<file path="src/tetc_pkg_tick.sv">
// Shared constants and types, and the microsecond time base of the block.
package tetc_pkg;
  // Clock rate and the microsecond tick derived from it.
  localparam int CLK_HZ      = 25_000_000;
  localparam int US_PER_S    = 1_000_000;
  localparam int TICK_CYCLES = CLK_HZ / US_PER_S;
  localparam int TMR_W       = 24;
  localparam int CNT_W       = 32;
  localparam int NUM_LINES   = 4;
  localparam int NUM_IN      = 3;
  // Register byte offsets.
  localparam logic [4:0] OFS_TMR_DELAY  = 5'h00;
  localparam logic [4:0] OFS_TMR_LENGTH = 5'h04;
  localparam logic [4:0] OFS_LINE_SRC   = 5'h08;
  localparam logic [4:0] OFS_CNT_CFG    = 5'h0c;
  localparam logic [4:0] OFS_CNT_CMD    = 5'h10;
  localparam logic [4:0] OFS_CNT_VALUE  = 5'h14;
  localparam logic [4:0] OFS_STATUS     = 5'h18;
  // Field positions.
  localparam int CFG_EVT_LSB   = 0;
  localparam int CFG_CLR_LSB   = 4;
  localparam int CFG_INFO_BIT  = 12;
  localparam int CMD_CLR_BIT   = 0;
  localparam int LINE_USER_LSB = 16;
  localparam int ST_PHASE_LSB  = 1;
  localparam int ST_ACQ_BIT    = 3;
  // Reset values and the unit step of each counter.
  localparam logic [TMR_W-1:0] RST_TMR = 24'h000000;
  localparam logic [CNT_W-1:0] RST_CNT = 32'h00000000;
  localparam logic [CNT_W-1:0] ONE_CNT = 32'h00000001;
  localparam logic [TMR_W-1:0] ONE_TMR = 24'h000001;
  typedef enum logic [1:0] {
    TETC_PH_IDLE  = 2'b00,
    TETC_PH_DELAY = 2'b01,
    TETC_PH_PULSE = 2'b10
  } tetc_phase_e;
  typedef enum logic [1:0] {
    TETC_EV_FRAME_TRIG = 2'b00,
    TETC_EV_BURST_TRIG = 2'b01,
    TETC_EV_FRAME_BEG  = 2'b10
  } tetc_evt_sel_e;
  typedef enum logic [2:0] {
    TETC_CLR_NONE  = 3'b000,
    TETC_CLR_SW    = 3'b001,
    TETC_CLR_INPUT_LINE_ZERO = 3'b010,
    TETC_CLR_INPUT_LINE_TWO = 3'b011,
    TETC_CLR_INPUT_LINE_THREE = 3'b100
  } tetc_clr_sel_e;
  typedef enum logic [1:0] {
    TETC_LS_LOW   = 2'b00,
    TETC_LS_TIMER = 2'b01,
    TETC_LS_USER  = 2'b10
  } tetc_line_src_e;
  // Avalon-MM request and acquisition events travel as groups.
  typedef struct packed {
    logic        read;
    logic        write;
    logic [4:0]  address;
    logic [3:0]  byteenable;
    logic [31:0] writedata;
  } tetc_avm_req_s;
  typedef struct packed {
    logic exposure_begin;
    logic frame_trigger;
    logic burst_trigger;
    logic frame_begin;
  } tetc_evt_s;
endpackage

// Free running microsecond tick that restarts on request so that a timed
// phase begins on a whole microsecond boundary.
module tetc_us_tick #(
  parameter int TICKS = tetc_pkg::TICK_CYCLES
) (
  input  wire logic sys_clk_in,
  input  wire logic rst_n_in,
  input  wire logic restart_in,
  output logic      tick_out
);
  typedef struct packed {
    logic [7:0] cnt;
    logic       tick;
  } tetc_tick_s;
  localparam logic [7:0] LAST = 8'(TICKS - 1);
  tetc_tick_s q;
  tetc_tick_s d;

  // The tick fires once every TICKS cycles after the last restart.
  always_comb
  begin
    d = q;
    d.tick = 1'b0;
    if (restart_in)
    begin
      d.cnt = 8'h00;
    end
    else if (q.cnt == LAST)
    begin
      d.cnt  = 8'h00;
      d.tick = 1'b1;
    end
    else
    begin
      d.cnt = q.cnt + 8'h01;
    end
  end

  // State register.
  always_ff @(posedge sys_clk_in or negedge rst_n_in)
  begin
    if (!rst_n_in)
    begin
      q <= '0;
    end
    else
    begin
      q <= d;
    end
  end

  assign tick_out = q.tick;
endmodule // tetc_us_tick

</file>
<file path="src/tetc_top.sv">
// Event timer and event counter with an Avalon-MM register slave.
// Summary of operation
// There is one event timer and it starts only on an exposure begin.
// The timer output rises after the delay, falls after the pulse length, and the count clears as it falls.
// The start delay takes any whole number of microseconds from 0 to 16777215.
// The pulse length takes any whole number of microseconds from 0 to 16777215.
// Exposure begins during a running cycle are ignored until the pulse has ended.
// When acquisition stops the timer is cleared and its output falls at once.
// Every output line can select the timer output as its source.
// After a start the output stays low for the delay, then high for the length.
// One event counter counts one chosen source: frame trigger, burst trigger or frame begin.
// The counter starts from zero after reset and after every clear.
// Trigger events are counted after filtering and before any trigger delay.
// With frame info enabled the current count is attached to each frame.
// The clear source is none, software, input line zero, two or three.
// A line clear acts only on a rising edge, the only edge offered.
// The count survives an acquisition stop; only a selected clear or reset zeroes it.
// Software may send the clear command and the counter then clears; the code clears only while the clear source is software.
// The counter is 32 bits wide and wraps to zero.
module tetc_top #(
  parameter int NL    = tetc_pkg::NUM_LINES,
  parameter int TICKS = tetc_pkg::TICK_CYCLES
) (
  input  wire logic                      sys_clk_in,
  input  wire logic                      rst_n_in,
  input  wire tetc_pkg::tetc_avm_req_s   avs_req_in,
  output logic                           avs_waitrequest_out,
  output logic [31:0]                    avs_readdata_out,
  input  wire tetc_pkg::tetc_evt_s       acq_events_in,
  input  wire logic                      acquisition_active_in,
  input  wire logic                      input_line_zero_in,
  input  wire logic                      input_line_two_in,
  input  wire logic                      input_line_three_in,
  output logic                           timer_output_active_out,
  output logic [NL-1:0]                  io_line_out,
  output logic [tetc_pkg::CNT_W-1:0]     frame_info_count_out,
  output logic                           frame_info_valid_out
);
  localparam int TW = tetc_pkg::TMR_W;
  localparam int CW = tetc_pkg::CNT_W;
  localparam int NI = tetc_pkg::NUM_IN;

  typedef struct packed {
    logic                   waitreq;
    logic [31:0]            rdata;
    logic [TW-1:0]          delay;
    logic [TW-1:0]          length;
    logic [NL-1:0][1:0]     line_src;
    logic [NL-1:0]          user_lvl;
    logic [1:0]             evt_sel;
    logic [2:0]             clr_sel;
    logic                   info_en;
    tetc_pkg::tetc_phase_e  phase;
    logic [TW-1:0]          tcount;
    logic                   tout;
    logic [NL-1:0]          lines;
    logic [CW-1:0]          count;
    logic [NI-1:0]          sync1;
    logic [NI-1:0]          sync2;
    logic [NI-1:0]          prev;
    logic [CW-1:0]          info_cnt;
    logic                   info_vld;
  } tetc_state_s;

  tetc_state_s   q;
  tetc_state_s   d;
  logic          tick;
  logic          start;
  logic [NL-1:0] line_next;

  // A start is taken only from the idle phase with acquisition running.
  assign start = acquisition_active_in
               & acq_events_in.exposure_begin
               & (q.phase == tetc_pkg::TETC_PH_IDLE);

  // Restarting the time base aligns the delay to the start event, so a
  // delay of N microseconds is N times TICKS cycles plus one cycle long.
  tetc_us_tick #(
    .TICKS      (TICKS)
  ) u_tick (
    .sys_clk_in (sys_clk_in),
    .rst_n_in   (rst_n_in),
    .restart_in (start),
    .tick_out   (tick)
  );

  // Per-line source selection feeds the output flops.
  for (genvar i = 0; i < NL; i++)
  begin : g_line
    always_comb
    begin
      unique case (q.line_src[i])
        tetc_pkg::TETC_LS_TIMER: line_next[i] = d.tout;
        tetc_pkg::TETC_LS_USER:  line_next[i] = q.user_lvl[i];
        default:                 line_next[i] = 1'b0;
      endcase
    end
  end

  // Byte-lane merge for register writes.
  function automatic logic [31:0] be_merge(input logic [31:0] old_v,
                                           input logic [31:0] new_v,
                                           input logic [3:0]  be);
    logic [31:0] r;
    r = old_v;
    for (int b = 0; b < 4; b++)
    begin
      if (be[b])
      begin
        r[8*b +: 8] = new_v[8*b +: 8];
      end
    end
    return r;
  endfunction

  // Next-state logic for bus slave, timer and counter.
  always_comb
  begin
    logic [31:0]   wval;
    logic [31:0]   rval;
    logic          wr_take;
    logic          cnt_inc;
    logic          cnt_clr;
    logic          sw_clr;
    logic [NI-1:0] rise;
    logic [TW-1:0] tinc;
    d = q;
    wval = 32'h00000000;
    rval = 32'h00000000;
    sw_clr = 1'b0;
    wr_take = 1'b0;
    cnt_inc = 1'b0;
    cnt_clr = 1'b0;
    rise = '0;
    tinc = q.tcount + tetc_pkg::ONE_TMR;
    d.info_vld = 1'b0;

    // Input lines pass two flops; edges are seen on the second.
    d.sync1 = {input_line_three_in, input_line_two_in, input_line_zero_in};
    d.sync2 = q.sync1;
    d.prev  = q.sync2;
    rise    = q.sync2 & ~q.prev;

    // One wait cycle per access: waitrequest drops for a single cycle and
    // the access completes at the edge that ends it.
    wr_take = avs_req_in.write & ~q.waitreq;
    if ((avs_req_in.read | avs_req_in.write) & q.waitreq)
    begin
      d.waitreq = 1'b0;
    end
    else
    begin
      d.waitreq = 1'b1;
    end

    // Read multiplexer; unmapped offsets read as zero.
    unique case (avs_req_in.address)
      tetc_pkg::OFS_TMR_DELAY:  rval = 32'(q.delay);
      tetc_pkg::OFS_TMR_LENGTH: rval = 32'(q.length);
      tetc_pkg::OFS_LINE_SRC:
      begin
        rval = 32'(q.line_src);
        rval[tetc_pkg::LINE_USER_LSB +: NL] = q.user_lvl;
      end
      tetc_pkg::OFS_CNT_CFG:
      begin
        rval[tetc_pkg::CFG_EVT_LSB +: 2] = q.evt_sel;
        rval[tetc_pkg::CFG_CLR_LSB +: 3] = q.clr_sel;
        rval[tetc_pkg::CFG_INFO_BIT]     = q.info_en;
      end
      tetc_pkg::OFS_CNT_VALUE:  rval = q.count;
      tetc_pkg::OFS_STATUS:
      begin
        rval[0] = q.tout;
        rval[tetc_pkg::ST_PHASE_LSB +: 2] = q.phase;
        rval[tetc_pkg::ST_ACQ_BIT] = acquisition_active_in;
      end
      default:                  rval = 32'h00000000;
    endcase
    if (avs_req_in.read & q.waitreq)
    begin
      d.rdata = rval;
    end

    // Register writes honour byte enables.
    if (wr_take)
    begin
      unique case (avs_req_in.address)
        tetc_pkg::OFS_TMR_DELAY:
        begin
          wval    = be_merge(32'(q.delay), avs_req_in.writedata,
                             avs_req_in.byteenable);
          d.delay = wval[TW-1:0];
        end
        tetc_pkg::OFS_TMR_LENGTH:
        begin
          wval     = be_merge(32'(q.length), avs_req_in.writedata,
                              avs_req_in.byteenable);
          d.length = wval[TW-1:0];
        end
        tetc_pkg::OFS_LINE_SRC:
        begin
          wval = be_merge(rval, avs_req_in.writedata,
                          avs_req_in.byteenable);
          d.line_src = wval[2*NL-1:0];
          d.user_lvl = wval[tetc_pkg::LINE_USER_LSB +: NL];
        end
        tetc_pkg::OFS_CNT_CFG:
        begin
          wval = be_merge(rval, avs_req_in.writedata,
                          avs_req_in.byteenable);
          // Codes outside the offered choices are refused.
          if (wval[tetc_pkg::CFG_EVT_LSB +: 2] <= 2'(tetc_pkg::TETC_EV_FRAME_BEG))
          begin
            d.evt_sel = wval[tetc_pkg::CFG_EVT_LSB +: 2];
          end
          if (wval[tetc_pkg::CFG_CLR_LSB +: 3] <= 3'(tetc_pkg::TETC_CLR_INPUT_LINE_THREE))
          begin
            d.clr_sel = wval[tetc_pkg::CFG_CLR_LSB +: 3];
          end
          d.info_en = wval[tetc_pkg::CFG_INFO_BIT];
        end
        tetc_pkg::OFS_CNT_CMD:
        begin
          sw_clr = avs_req_in.byteenable[0]
                 & avs_req_in.writedata[tetc_pkg::CMD_CLR_BIT];
        end
        default:
        begin
          wval = 32'h00000000;
        end
      endcase
    end

    // Timer: low for the delay, high for the length, then re-armed.
    unique case (q.phase)
      tetc_pkg::TETC_PH_IDLE:
      begin
        if (start)
        begin
          d.tcount = tetc_pkg::RST_TMR;
          if (q.delay != tetc_pkg::RST_TMR)
          begin
            d.phase = tetc_pkg::TETC_PH_DELAY;
          end
          else if (q.length != tetc_pkg::RST_TMR)
          begin
            d.phase = tetc_pkg::TETC_PH_PULSE;
            d.tout  = 1'b1;
          end
        end
      end
      tetc_pkg::TETC_PH_DELAY:
      begin
        if (tick)
        begin
          d.tcount = tinc;
          if (tinc >= q.delay)
          begin
            d.tcount = tetc_pkg::RST_TMR;
            if (q.length != tetc_pkg::RST_TMR)
            begin
              d.phase = tetc_pkg::TETC_PH_PULSE;
              d.tout  = 1'b1;
            end
            else
            begin
              d.phase = tetc_pkg::TETC_PH_IDLE;
            end
          end
        end
      end
      tetc_pkg::TETC_PH_PULSE:
      begin
        if (tick)
        begin
          d.tcount = tinc;
          if (tinc >= q.length)
          begin
            // Count clears with the falling output; only now re-armed.
            d.tcount = tetc_pkg::RST_TMR;
            d.tout   = 1'b0;
            d.phase  = tetc_pkg::TETC_PH_IDLE;
          end
        end
      end
      default:
      begin
        d.phase = tetc_pkg::TETC_PH_IDLE;
      end
    endcase

    // Stopping acquisition abandons any cycle in progress at once.
    if (!acquisition_active_in)
    begin
      d.phase  = tetc_pkg::TETC_PH_IDLE;
      d.tcount = tetc_pkg::RST_TMR;
      d.tout   = 1'b0;
    end
    d.lines = line_next;

    // Counter source; trigger inputs are the filtered, undelayed ones.
    unique case (q.evt_sel)
      tetc_pkg::TETC_EV_FRAME_TRIG: cnt_inc = acq_events_in.frame_trigger;
      tetc_pkg::TETC_EV_BURST_TRIG: cnt_inc = acq_events_in.burst_trigger;
      tetc_pkg::TETC_EV_FRAME_BEG:  cnt_inc = acq_events_in.frame_begin;
      default:                      cnt_inc = 1'b0;
    endcase

    // Clear source selection.
    unique case (q.clr_sel)
      tetc_pkg::TETC_CLR_SW:    cnt_clr = sw_clr;
      tetc_pkg::TETC_CLR_INPUT_LINE_ZERO: cnt_clr = rise[0];
      tetc_pkg::TETC_CLR_INPUT_LINE_TWO: cnt_clr = rise[1];
      tetc_pkg::TETC_CLR_INPUT_LINE_THREE: cnt_clr = rise[2];
      default:                  cnt_clr = 1'b0;
    endcase

    // An event in the clear cycle still counts, so it is never lost. The
    // count ignores acquisition state and simply wraps past all ones.
    d.count = (cnt_clr ? tetc_pkg::RST_CNT : q.count)
            + (cnt_inc ? tetc_pkg::ONE_CNT : tetc_pkg::RST_CNT);

    // Frame info carries the count as it stands after this frame begin.
    if (q.info_en & acq_events_in.frame_begin)
    begin
      d.info_cnt = d.count;
      d.info_vld = 1'b1;
    end
  end

  // State register; the counter starts from zero after reset.
  always_ff @(posedge sys_clk_in or negedge rst_n_in)
  begin
    if (!rst_n_in)
    begin
      q         <= '0;
      q.waitreq <= 1'b1;
      q.count   <= tetc_pkg::RST_CNT;
      q.phase   <= tetc_pkg::TETC_PH_IDLE;
    end
    else
    begin
      q <= d;
    end
  end

  // Every output is a flop of the state register.
  assign avs_waitrequest_out     = q.waitreq;
  assign avs_readdata_out        = q.rdata;
  assign timer_output_active_out = q.tout;
  assign io_line_out             = q.lines;
  assign frame_info_count_out    = q.info_cnt;
  assign frame_info_valid_out    = q.info_vld;
endmodule // tetc_top

</file>
<file path="config.mk">
export PLATFORM = sky130hd
export DESIGN_NAME = tetc_top
export DESIGN_NICKNAME = d
export VERILOG_FILES = /design/src/tetc_pkg_tick.sv /design/src/tetc_top.sv
export SDC_FILE = /design/constraint.sdc
export NUM_CORES = 1
export LEC_CHECK = 0
export BUFFER_PORTS_ARGS = -buffer_cell sky130_fd_sc_hd__buf_2
export CORE_AREA = 2 2 126 219
export CTS_CLUSTER_DIAMETER = 120
export DETAILED_ROUTE_END_ITERATION = 7
export DIE_AREA = 0 0 128 221
export HOLD_SLACK_MARGIN = 0.08
export PLACE_DENSITY = 0.62
export SYNTH_ARGS = -nofsm -noshare
export SYNTH_HDL_FRONTEND = slang
export SYNTH_HIERARCHICAL = 1
export SYNTH_SLANG_ARGS = --single-unit
</file>
<file path="constraint.sdc">
create_clock -name sys_clk_in -period 3.4 [get_ports sys_clk_in]
set_input_delay 0.85 -clock sys_clk_in [delete_from_list [all_inputs] [get_ports sys_clk_in]]
set_output_delay 0.85 -clock sys_clk_in [all_outputs]
set_load 0.03 [all_outputs]
</file>
# Word level (Yosys, flattened, before mapping)

Cells that the tools add are included.

Add/subtract/negate cells: 3
$lt $le $gt $ge: 4
Eq/ne operators: 30
Mux-type cells: 40
Bitwise logic cells: 11
Reductions and logical operators: 17

Operators with widths:

| kind                    | count |
|---|---|
| $mux W27                | 6 |
| $pmux W19 S4            | 1 |
| $pmux W25 S3            | 1 |
| $ge A24 B24 Y1          | 2 |
| $reduce_bool A24 Y1     | 2 |
| $add A32 B1 Y32         | 1 |
| $mux W32                | 1 |
| $add A24 B1 Y24 const B | 1 |
| $mux W8                 | 3 |
| $reduce_and A3 Y1       | 8 |
| $pmux W5 S4             | 1 |
| $eq A5 B5 Y1 const B    | 3 |
| $pmux W3 S5             | 1 |
| $mux W7                 | 2 |
| $eq A2 B1 Y1 const B    | 6 |
| $eq A2 B2 Y1 const B    | 6 |
| $pmux W2 S6             | 1 |
| $eq A5 B4 Y1 const B    | 2 |
| $pmux W2 S5             | 1 |
| $mux W1                 | 9 |
| $ne A3 B3 Y1 const B    | 3 |
| $add A8 B1 Y8 const B   | 1 |
| $eq A8 B5 Y1 const B    | 1 |
| $pmux W1 S2             | 4 |
| other kinds (25)        | 38 |

Register bits: 213
Bits of input ports: 53
Output and inout port bits: 71
Word-level logic and storage cells: 133

# Logic depth before layout (Yosys ltp)

Gate-level depths: netlist of the first run.

Depth after elaboration: 7
Gate-level depth with buffers: 18
Depth with buffers taken out: 15

# By module

Netlist of the first run, hierarchy kept.

Modules (own cells, without submodules):

| module       | instances | cells each | area each (µm²) | sequential area each (µm²) |
|---|---|---|---|---|
| tetc_top     | 1         | 1,129      | 11,329.6        | 5,106.1 |
| tetc_us_tick | 1         | 41         | 429.2           | 225.2 |

# Least setup slack after synthesis of the first run

Ideal clock, no wire load.

Path kind: reg-to-reg
From: reg q[79] (netlist name)
To: reg q[103] (netlist name)
Arrival time: 3.432 ns
Setup slack: -0.135 ns
Cell stages (with the launch flop): 17
Buffers on the path: 1
Period minus slack after synthesis: 3.535 ns
Cells stage by stage: dfrtp_1 ha_1 and4_4 nand4_1 nor2_1 nand3_1 xnor2_1 ha_1 nand2_1 nor2_1 o221ai_1 a32oi_1 a31o_2 buf_2 nand2_4 or3_1 o41ai_2

Longest elaborated chain between the ends: 4
Elaborated cells between the ends (all ways): 6
Classes of those cells: 1 x add/sub; 2 x order compare; 2 x eq/ne; 1 x reduce/logical

RTL lines:

| item                                     | line                             | text |
|---|---|---|
| start: declaration                       | tetc_top.sv:65                   | `tetc_state_s q;` |
| $add A24 B1 Y24 (*)                      | tetc_top.sv:135                  | `tinc = q.tcount + tetc_pkg::ONE_TMR;` |
| $ge A24 B24 Y1, on equally long branches | tetc_top.sv:278, tetc_top.sv:258 |  |
| $ne A3 B3 Y1 (no line)                   | n/a                              |  |
| $reduce_and A6 Y1 (no line) (*)          | n/a                              |  |

Mark *: on every way between the ends. The rest lies on a longest branch, timed or not.
A chain may end at the register's enable or synchronous reset.

# Worst setup path in the final report of the first run

From: reg q[80] (netlist name)
To: reg q[104] (netlist name)

The elaborated chain is that of the path after synthesis.

==> metrics.md, run 1 <==
| Metric | Value |
|---|---|
| Via density | `roughly 5.5` |
| Rows | `79` |
| Avg Cell Area, Syn | `10.1 µm²` |
| Final Hold Viols | `0` |
| Starting DRT DRC Count | `493` |
| Fraction of layout instances using a drive strength above 1 | `30.4%` |
| Number of port buffers | `114` |
| Cell count after synthesis | `1170` |
| Final setup skew | `0.0136 ns` |
| Sequential element share of the synthesized area | `45.3%` |
| Dpl hpwl | `about 25 mm` |
| Clock latency on the worst-skew pair | `0.52 ns` |
| Drt pass-1 iters | `4` |
| CP most frequent cell | `buf_4` |
| Post-route ant nets | `0` |
| # hold bufs at CTS | `0` |
| Inserted Diodes | `0` |
| # H-tree levels | `1` |
| PwrDens | `453 mW/mm²` |
| Die ar. | `0.0283 mm²` |
| Die X | `128 µm` |
| Crit path cell chain | `and2_4, and4_4, nand4_1, buf_4, nor3_4, nand3_2, xnor2_2, buf_4, ha_1, nand4_1, nor2_2, a311o_4, nand2_8, or3_4, buf_4, mux2i_1` |
| Worst stage delay on the critical path | `0.40 ns` |
| RSZ-0062 raised after global routing | `yes` |
| Chip height | `221 µm` |
| Leak | `~7.0 nW` |
| Post-synth top flop | `dfrtp_1` |
| VDD IR-drop max | `277 µV` |
| Tot GR Track Use | `22.9%` |
| Crit Reg-Reg Endpoint | `q[104]` |
| Final core utilization | `53.7%` |
| CTS tree | `built` |
| Register area | `approximately 0.0053 mm²` |
| Initial core utilization | `44.4%` |
| DR DRC count | `0` |
| NetSw | `1.90 mW` |
| Post-Route WL | `32.2 mm` |
| Initial antenna violation count | `0` |
| Critical Path End Type | `flip-flop` |
| First-pass GRT wire length | `~51 mm` |
| Gate power share | `18.0%` |
| Clock sink total | `213` |
| Inserted Clock Buffers | `21` |
| Most frequent cells in the layout | `dfrtp_1, nand2_1, buf_4` |
| Net switching fraction of the power | `29.5%` |
| CP Launch Type | `flip-flop` |
| Mapped Nets | `roughly 1300` |
| Class of the worst hold path | `input port to asynchronous set/reset pin` |
| Max-slew headroom | `55.0%` |
| Clock power frac | `37.1%` |
| Achievable Freq | `roughly 270 MHz` |
| R2R Setup Slk | `-0.27 ns` |
| CP max stage cell | `dfrtp_1` |
| Critical Path AT | `4.05 ns` |
| Ports | `124` |
| FFs w/ async S/R, synth | `100%` |
| Post-synthesis instance area | `0.0118 mm²` |
| Worst slew pin tran | `slightly below 0.7 ns` |
| Critical Path RT | `3.79 ns` |
| Commonest non-fill, non-tap cell in the layout | `dfrtp_1` |
| WS Path Type | `flip-flop to flip-flop` |
| Area Growth Syn to Fin | `20.9%` |
| Critical R2R Launch | `q[80]` |
| Layout net count | `1450` |
| Multi-input logic area | `about 0.0059 mm²` |
| Number of setup violations in the final report | `31` |
| Crit-path max FO | `7` |
| Clk pin slew, worst setup/hold paths | `roughly 0.06 ns` |
| Final Max Slew Viols | `0` |
| Distinct cells, synth | `63` |
| Vias in the first global route | `9373` |
| Outcome | `finished with violations` |
| Placed Cells | `1613` |
| Root Buffer | `clkbuf_16` |
| Fillers | `2393` |
| Max-cap violations | `0` |
| Int Pwr | `4.55 mW` |
| Global route overflow | `0` |
| Clock Path Buffers | `3` |
| Setup ws final | `-0.269 ns` |
| Flops & latches, synth | `213` |
| Final Non-Filler Cells | `~1700` |
| Reg2Reg Depth | `16` |
| Core area | `0.0265 mm²` |
| Failing checks | `negative setup slack` |
| Gp weighted congestion | `0.913` |
| DR WL/cell | `19.3 µm` |
| Synth warn | `6` |
| Reg power frac | `44.9%` |
| DR vias | `9221` |
| Final Critical Period | `3.67 ns` |
| Final Cycle Share | `108%` |
| EDFF count, synth | `0` |
| Largest net degree at the start of global routing | `78` |
power by group through the flow:
| stage | sequential [mW] | clock [mW] | combinational, mW |
|---|---|---|---|
| after floorplan | 2.87 | 0 | 0.721 |
| after global placement | 2.94 | 0 | 1.06 |
| after detailed placement | 2.94 | 0 | 1.08 |
| after CTS | 2.89 | 2.45 | 1.13 |
| after global routing | 2.92 | 2.53 | 1.27 |
| final | 2.90 | 2.39 | 1.16 |
worst max-delay path: cells and delay by family (launching register included):
| family | cells | cell delay [ns] |
|---|---|---|
| AOI/OAI and AO/OA | 1 | 0.30 |
| xor gates and xnor gates | 1 | 0.18 |
| adders and majority gates | 1 | 0.29 |
| buffers and inverters | 3 | 0.49 |
| DFF | 1 | 0.40 |
| muxes | 1 | 0.11 |
| and+or+nand+nor | 9 | 1.75 |
synthesized netlist by cell type (10+ instances only):
cell,n,area share (%)
nand3_1,36,1.5
and3_1,14,0.74
a21oi_1,27,1.1
o21ai_0,73,3.1
a32o_1,10,0.85
dfrtp_1,212,45
mux2i_1,34,2.9
a22o_1,19,1.4
nand4_1,19,1.0
o31ai_1,25,1.6
clkbuf_1,30,0.96
nor2_1,62,2.0
nor3_1,11,0.47
nand2_1,126,4.0
ha_1,65,6.9
or3_1,10,0.53
xnor2_1,22,1.6
mux2_2,61,5.8
nor4_1,14,0.74
xor2_1,29,2.2
inv_1,75,2.4
buf_4,68,4.3
cell type report:
type | count | area share (%)
Multi-Input combinational cell | 773 | 41.2
Tap cell | 324 | 2.85
Sequential cell | 213 | 37.5
Inverter | 76 | 2.02
Timing Repair Buffer | 247 | 11.5
Clock buffer | 27 | 4.06
Clock inverter | 11 | 0.836
metal layers:
| layer | up-vias | wire length, µm | GRT usage [%] | part of all wire, % |
|---|---|---|---|---|
| met5 | - | 0 | 0 | 0 |
| met1 | 4544 | 12000 | 24.8 | 37 |
| met4 | 0 | 1800 | 11.5 | 5.6 |
| met3 | 79 | 976 | 2.22 | 3.0 |
| li1 | 4389 | - | - | - |
| met2 | 209 | 17500 | 43.4 | 54 |
metrics by stage:
| step | setup TNS [ns] | hold WS [ns] | setup WS, ns | instance area, µm² | power [mW] |
|---|---|---|---|---|---|
| after floorplan | -0.0121 | 0.331 | -0.0108 | 11800 | 3.59 |
| after global placement | -6.94 | 0.335 | -0.331 | 13000 | 4.00 |
| after detailed placement | -8.33 | 0.340 | -0.469 | 13000 | 4.02 |
| after CTS | -3.83 | 0.354 | -0.263 | 14000 | 6.47 |
| after global routing | -8.17 | 0.357 | -0.399 | 14200 | 6.72 |
| final | -4.21 | 0.349 | -0.269 | 14200 | 6.45 |
registers in the layout, summed over array words and instances (netlist names):
name and flops:
avs_readdata_out 32, avs_waitrequest_out 1, d 6, frame_info_count_out 32, frame_info_valid_out 1, io_line_out 4
q 127, timer_output_active_out 1, u_tick/q 8, u_tick/tick_out 1
worst max path at each step:
stage                     start     end  slack (ns)  cells after the start
after floorplan           q[81]   q[91]       -0.01                     14
after global placement    q[79]  q[103]       -0.33                     18
after detailed placement  q[83]  q[103]       -0.47                     17
after CTS                 q[83]  q[103]       -0.26                     13
after global routing      q[80]   q[86]       -0.40                     18
final                     q[80]  q[104]       -0.27                     16
timing repair:
| item | 4_1_cts | 5_1_grt |
|---|---|---|
| pin swaps | 17 | 18 |
| setup endpoints to repair | 31 | 31 |
| setup buffers | 11 | 10 |
| resized for setup | 56 | 20 |
| endpoints found under the hold margin | 0 | 0 |
cell families after synthesis:
logic type / count (synthesis) / synth area share, %
buffers and inverters: 184 / 8.24
multiplexers: 95 / 8.74
AND/OR/NAND/NOR: 335 / 13.8
AO/OA/AOI/OAI: 227 / 13.1
flip-flops: 213 / 45.3
XOR/XNOR: 51 / 3.80
adder cells (fa/ha/maj): 65 / 6.92
Power figures use the tool's default switching activity.
==> run 2, diff against run 1 <==
clock period = 3.3 ns   (was 3.4 ns; I/O delays follow)
==> run 2 against run 1 <==
The run still ends with negative setup slack left. Wire length is 0.32% lower. Power is 5.2% higher. Sequential power is 3% higher. Critical path type unchanged. Critical path depth is 1 higher. Critical endpoint is now q[103].
==> metrics.md, run 2 (synthesized netlist as in run 1, its figures left out) <==
| Metric | Value |
|---|---|
| Delay-heaviest family, CP | `simple AND/OR/NAND/NOR gates` |
| Inserted Clock Buffers | `22 (+4.8%)` |
| Rows | `79 (unchanged)` |
| Final Non-Filler Cells | `1669 (-0.12%)` |
| Crit path cell chain | `and2_4, and4_4, nand4_1, buf_4, nor2_1, nand2_1, xnor2_2, ha_1, nand4_1, nor2_2, o221ai_2, a32oi_1, a31o_2, buf_6, nand2_8, or3_4, o41ai_2` |
| Placed Cells | `1614 (+0.062%)` |
| Fraction of layout instances using a drive strength above 1 | `30.1% (-0.33 points)` |
| DR DRC count | `0 (unchanged)` |
| # H-tree levels | `1 (unchanged)` |
| Ports | `124 (unchanged)` |
| Post-Route WL | `32.1 mm (-0.32%)` |
| Worst Hold Slack | `0.339 ns (-0.00984 ns)` |
| Number of port buffers | `114 (unchanged)` |
| Core area | `0.0265 mm² (unchanged)` |
| Dpl hpwl | `24.9 mm (+0.18%)` |
| Critical Path AT | `4.15 ns (+0.10 ns)` |
| Final setup TNS | `-10.34 ns (-6.13 ns)` |
| RSZ-0062 raised after global routing | `yes` |
| Initial core utilization | `44.4% (unchanged)` |
| Critical Path RT | `3.72 ns (-0.07 ns)` |
| Commonest non-fill, non-tap cell in the layout | `dfrtp_1` |
| Number of setup violations in the final report | `31 (unchanged)` |
| Starting DRT DRC Count | `451 (-8.5%)` |
| Drt pass-1 iters | `5 (+1)` |
| Reg with most FFs | `q` |
| Chip height | `221 µm (unchanged)` |
| Crit-path max FO | `5 (-2)` |
| Inserted Diodes | `0 (unchanged)` |
| CTS tree | `built` |
| Die ar. | `0.0283 mm² (unchanged)` |
| Max reg flops | `127 (unchanged)` |
| Final Hold Viols | `0 (unchanged)` |
| DR WL/cell | `19.2 µm (-0.20%)` |
| Final setup skew | `0.0163 ns (+0.00270 ns)` |
| Clock latency on the worst-skew pair | `0.53 ns (about the same)` |
| First-pass GRT wire length | `51.2 mm (+0.97%)` |
| Max-slew headroom | `54.1% (-0.94 points)` |
| Clk pin slew, worst setup/hold paths | `0.06 ns (about the same)` |
| Achievable Freq | `268 MHz (-1.6%)` |
| Gp weighted congestion | `0.899 (-1.6%)` |
| Final Critical Period | `3.73 ns (+0.0605 ns)` |
| Critical Path End Type | `flip-flop` |
| Final Max Slew Viols | `0 (unchanged)` |
| Clock Path Buffers | `3 (unchanged)` |
| WS Path Type | `flip-flop to flip-flop` |
| Clock sink total | `213 (unchanged)` |
| Largest net degree at the start of global routing | `82 (+5.1%)` |
| Design Area, Final | `0.0142 mm² (-0.30%)` |
| Final Cycle Share | `113% (+5.1 points)` |
| Worst stage delay on the critical path | `0.40 ns (about the same)` |
| DR vias | `9193 (-0.30%)` |
| Crit path buffers/inverters | `2 (-1)` |
| Setup ws final | `-0.429 ns (-0.161 ns)` |
| Class of the worst hold path | `input port to asynchronous set/reset pin` |
| Die X | `128 µm (unchanged)` |
| Area Growth Syn to Fin | `20.6%` |
| Max-cap violations | `0 (unchanged)` |
| Most frequent cells in the layout | `dfrtp_1, nand2_1, buf_4` |
| Via density | `5.51 (-0.18%)` |
| Initial antenna violation count | `0 (unchanged)` |
| Global route overflow | `0 (unchanged)` |
| DP Area | `0.0130 mm² (+0.15%)` |
| Outcome | `finished with violations` |
| VDD IR-drop max | `336 µV (+21%)` |
| CP Launch Type | `flip-flop` |
| Post-route ant nets | `0 (unchanged)` |
| PwrDens | `478 mW/mm² (+5.5%)` |
| Leak | `6.98 nW (+0.23%)` |
| Failing checks | `negative setup slack` |
| Layout net count | `1448 (-0.14%)` |
| # hold bufs at CTS | `0 (unchanged)` |
| Post-Place Setup Slack | `-0.439 ns (+0.0304 ns)` |
| Worst slew pin tran | `0.689 ns (+0.0155 ns)` |
| Tot GR Track Use | `23.0% (+0.089 points)` |
| Root Buffer | `clkbuf_16` |
| Vias in the first global route | `9670 (+3.2%)` |
| CP most frequent cell | `nand4_1` |
| CP max stage cell | `dfrtp_1` |
==> run 2: cell types whose count changed in the layout (fill, tap and decap cells not counted), moves of 2 or more <==
cell	delta
buf_6	-2
a22oi_2	+2
ha_1	+3
a22oi_1	-2
clkbuf_16	+2
buf_4	-2
clkbuf_8	-2
ha_4	-3
==> run 2: metal layers <==
metal	global-route usage, %	routed length [µm]	up-vias	part of all wire, %
li1	-	-	4398	-
met1	24.4	11600	4453	36
met2	42.6	17200	240	54
met3	2.73	1210	102	3.8
met4	13.8	2090	0	6.5
met5	0	0	-	0
==> run 2: where the power goes <==
| part | leakage [nW] | total (mW) | internal [mW] | switching [mW] |
|---|---|---|---|---|
| Sequential | 2.90 | 2.98 | 2.79 | 0.196 |
| Combinational | 3.71 | 1.18 | 0.479 | 0.696 |
| Clock | 0.365 | 2.63 | 1.54 | 1.09 |
==> run 2: final timing paths <==
path | from | to | slack (ns) | cells past startpoint
max in group asynchronous | rst_n_in | q[160] | 2.11 | 2
setup / recovery | q[80] | q[103] | -0.43 | 17
hold reg to reg | d[36] | d[33] | 0.34 | 0
setup reg to reg | q[80] | q[103] | -0.43 | 17
hold / removal | rst_n_in | d[33] | 0.34 | 1
min in group sys_clk_in | d[36] | d[33] | 0.34 | 0
==> run 2: repair_timing <==
action                     CTS  global route
pin swaps                   21            17
resized for setup           38            26
setup endpoints to repair   31            37
buffers inserted            10             6
==> run 2: through the flow <==
stage,utilization (%),power [mW]
after floorplan,-,3.70
after global placement,49.1,4.11
after detailed placement,49.1,4.14
after CTS,52.9,6.83
after global routing,53.5,7.09
final,53.5,6.78
==> run 2: final cells by class <==
cell class                      instances  area (µm²)
Clock buffer                           26         597
Clock inverter                         13         159
Timing Repair Buffer                  244        1620
Fill cell                            2426       12300
Multi-Input combinational cell        773        5780
Sequential cell                       213        5330
Inverter                               76         285
Tap cell                              324         405
==> run 3, diff against run 2 <==
PLACE_DENSITY = 0.6   (was 0.62)
clock period = 4.5 ns   (was 3.3 ns; I/O delays follow)
==> run 3 against run 2 <==
The run now ends clean. Combinational power fell by 36%. Global-route usage down 0.54 points. Critical path depth shrank 2. Largest power group unchanged. Highest routed layer unchanged.
==> metrics.md, run 3 (synthesized netlist as in run 1, its figures left out) <==
| Metric | Value |
|---|---|
| Outcome | `finished, final reports clean` |
| Post-route ant nets | `0 (unchanged)` |
| Crit-path max FO | `6 (+1)` |
| VDD IR-drop max | `235 µV (-30%)` |
| Critical R2R Launch | `q[79]` |
| Crit path cell chain | `ha_1, and4_4, nand4_1, or4_4, xnor2_1, ha_1, a21o_1, a21oi_1, o21ai_0, a31oi_1, nor2_1, o221ai_1, buf_4, o22ai_1, buf_4` |
| Inserted Clock Buffers | `21 (-4.5%)` |
| Final Non-Filler Cells | `1569 (-6.0%)` |
| Critical Path RT | `4.90 ns (+1.18 ns)` |
| Leak | `6.36 nW (-8.9%)` |
| Rows | `79 (unchanged)` |
| Largest net degree at the start of global routing | `99 (+21%)` |
| Hold path depth | `0` |
| Final core utilization | `49.3% (-4.2 points)` |
| Final Critical Period | `4.00 ns (+0.266 ns)` |
| Hold_sp | `d[37]` |
| Fillers | `2513 (+3.6%)` |
| Core area | `0.0265 mm² (unchanged)` |
| Fraction of layout instances using a drive strength above 1 | `20.6% (-9.5 points)` |
| Chip height | `221 µm (unchanged)` |
| Ports | `124 (unchanged)` |
| Achievable Freq | `250 MHz (-6.7%)` |
| Number of port buffers | `114 (unchanged)` |
| # H-tree levels | `1 (unchanged)` |
| Starting DRT DRC Count | `384 (-15%)` |
| Clock sink total | `213 (unchanged)` |
| WS Path Type | `flip-flop to flip-flop` |
| Class of the worst hold path | `flip-flop to flip-flop` |
| Die ar. | `0.0283 mm² (unchanged)` |
| # hold bufs at CTS | `0 (unchanged)` |
| Final setup TNS | `0 ns (+10.34 ns)` |
| RSZ-0062 raised after global routing | `no` |
| Metal3 WL | `958 µm (-21%)` |
| Reg with most FFs | `q` |
| Via density | `5.53 (+0.43%)` |
| Reg2Reg Depth | `15 (-2)` |
| DR WL/cell | `19.9 µm (+3.4%)` |
| Final Max Slew Viols | `0 (unchanged)` |
| Worst stage delay on the critical path | `0.60 ns (+0.20 ns)` |
| Commonest non-fill, non-tap cell in the layout | `dfrtp_1` |
| Clk pin slew, worst setup/hold paths | `0.07 ns (about the same)` |
| Inserted Diodes | `0 (unchanged)` |
| Dpl hpwl | `24.1 mm (-3.4%)` |
| Final Cycle Share | `88.8% (-24 points)` |
| Placed Cells | `1532 (-5.1%)` |
| DR DRC count | `0 (unchanged)` |
| # Post-CTS Setup Buffers | `0 (-10)` |
| Clock Path Buffers | `3 (unchanged)` |
| Clock latency on the worst-skew pair | `0.53 ns (about the same)` |
| Final Hold Viols | `0 (unchanged)` |
| Max reg flops | `127 (unchanged)` |
| Drt pass-1 iters | `5 (unchanged)` |
| Post-Route WL | `31.2 mm (-2.8%)` |
| Global route overflow | `0 (unchanged)` |
| Crit Reg-Reg Endpoint | `io_line_out[3]` |
| First-pass GRT wire length | `49.5 mm (-3.4%)` |
| Final setup skew | `0.0291 ns (+0.0128 ns)` |
| Initial antenna violation count | `0 (unchanged)` |
| Hold Path End | `d[34]` |
| Max-slew headroom | `37.3% (-17 points)` |
| R2R Setup Slk | `0.50 ns (+0.93 ns)` |
| Gp weighted congestion | `0.884 (-1.7%)` |
| Initial core utilization | `44.4% (unchanged)` |
| Root Buffer | `clkbuf_16` |
| Vias in the first global route | `8901 (-8.0%)` |
| Layout net count | `1349 (-6.8%)` |
| Design Power | `4.84 mW (-29%)` |
| CTS tree | `built` |
| CTS resizes | `0 (-100%)` |
| Area Growth Syn to Fin | `11.1%` |
| Critical Path AT | `4.39 ns (+0.24 ns)` |
| CP Launch Type | `flip-flop` |
| Die X | `128 µm (unchanged)` |
| Metal-1 WL | `11.7 mm (+1.1%)` |
| Most frequent cells in the layout | `dfrtp_1, nand2_1, buf_2` |
| Tot GR Track Use | `22.5% (-0.54 points)` |
| DR vias | `8679 (-5.6%)` |
| Top Metal Used | `met4` |
| Max-cap violations | `0 (unchanged)` |
| Critical Path End Type | `flip-flop` |
| PwrDens | `371 mW/mm² (-22%)` |
| Number of setup violations in the final report | `0 (-100%)` |
| CP max stage cell | `or4_4` |
| Met2 wire length | `16.9 mm (-1.9%)` |
| Worst slew pin tran | `0.931 ns (+0.242 ns)` |
==> run 3: cell count changes in the layout (fill, tap and decap cells not counted), moves of 6 or more <==
cell,delta
o21ai_0,+10
buf_4,-90
xnor2_1,+6
a211oi_2,-6
a211oi_1,+6
o21ai_1,-8
nor2_1,+6
==> run 3: cell type report <==
type	instances	area, µm²	area share [%]
clock buffer	27	568	4.35
clock inverter	10	166	1.27
inverter	76	285	2.18
multi-input combinational	773	5470	41.9
sequential	213	5330	40.8
tap	324	405	3.10
timing repair buffer	146	833	6.38
==> run 3: per-layer routing <==
metal,global-route usage (%),vias to the layer above
li1,-,4204
met2,42.1,186
met3,2.61,69
met4,11.1,0
met5,0,-
met1,24.5,4220
==> run 3: worst max-delay path by stage <==
stage / endpoint / cells after the start / slack (ns) / from
floorplan: frame_info_count_out[30] / 15 / 0.77 / avs_req_in[38]
global placement: frame_info_count_out[28] / 15 / 0.48 / avs_req_in[40]
detailed placement: frame_info_count_out[28] / 15 / 0.45 / avs_req_in[40]
CTS: io_line_out[3] / 15 / 0.47 / q[79]
global route: q[85] / 14 / 0.15 / q[79]
finish: io_line_out[3] / 15 / 0.50 / q[79]
==> run 3: critical path: cells and delay by family, from the launching register on <==
family                   cells  cell delay [ns]
AO/OA/AOI/OAI                6             1.08
AND/OR/NAND/NOR              4             1.22
adder cells (fa/ha/maj)      2             0.53
XOR/XNOR                     1             0.25
buffers and inverters        2             0.34
flip-flops                   1             0.46
==> run 3: report_power, final <==
| part | leakage, nW | switching (mW) | internal (mW) |
|---|---|---|---|
| registers | 2.90 | 0.147 | 2.04 |
| logic | 3.11 | 0.473 | 0.277 |
| clock network | 0.351 | 0.776 | 1.13 |
==> run 3: through the flow <==
| stage | setup slack, ns | hold slack (ns) | area [µm²] |
|---|---|---|---|
| floorplan | 0.766 | 0.331 | 11800 |
| global placement | 0.484 | 0.335 | 12300 |
| detailed placement | 0.446 | 0.338 | 12300 |
| CTS | 0.470 | 0.348 | 13100 |
| global route | 0.155 | 0.364 | 13100 |
| finish | 0.505 | 0.346 | 13100 |
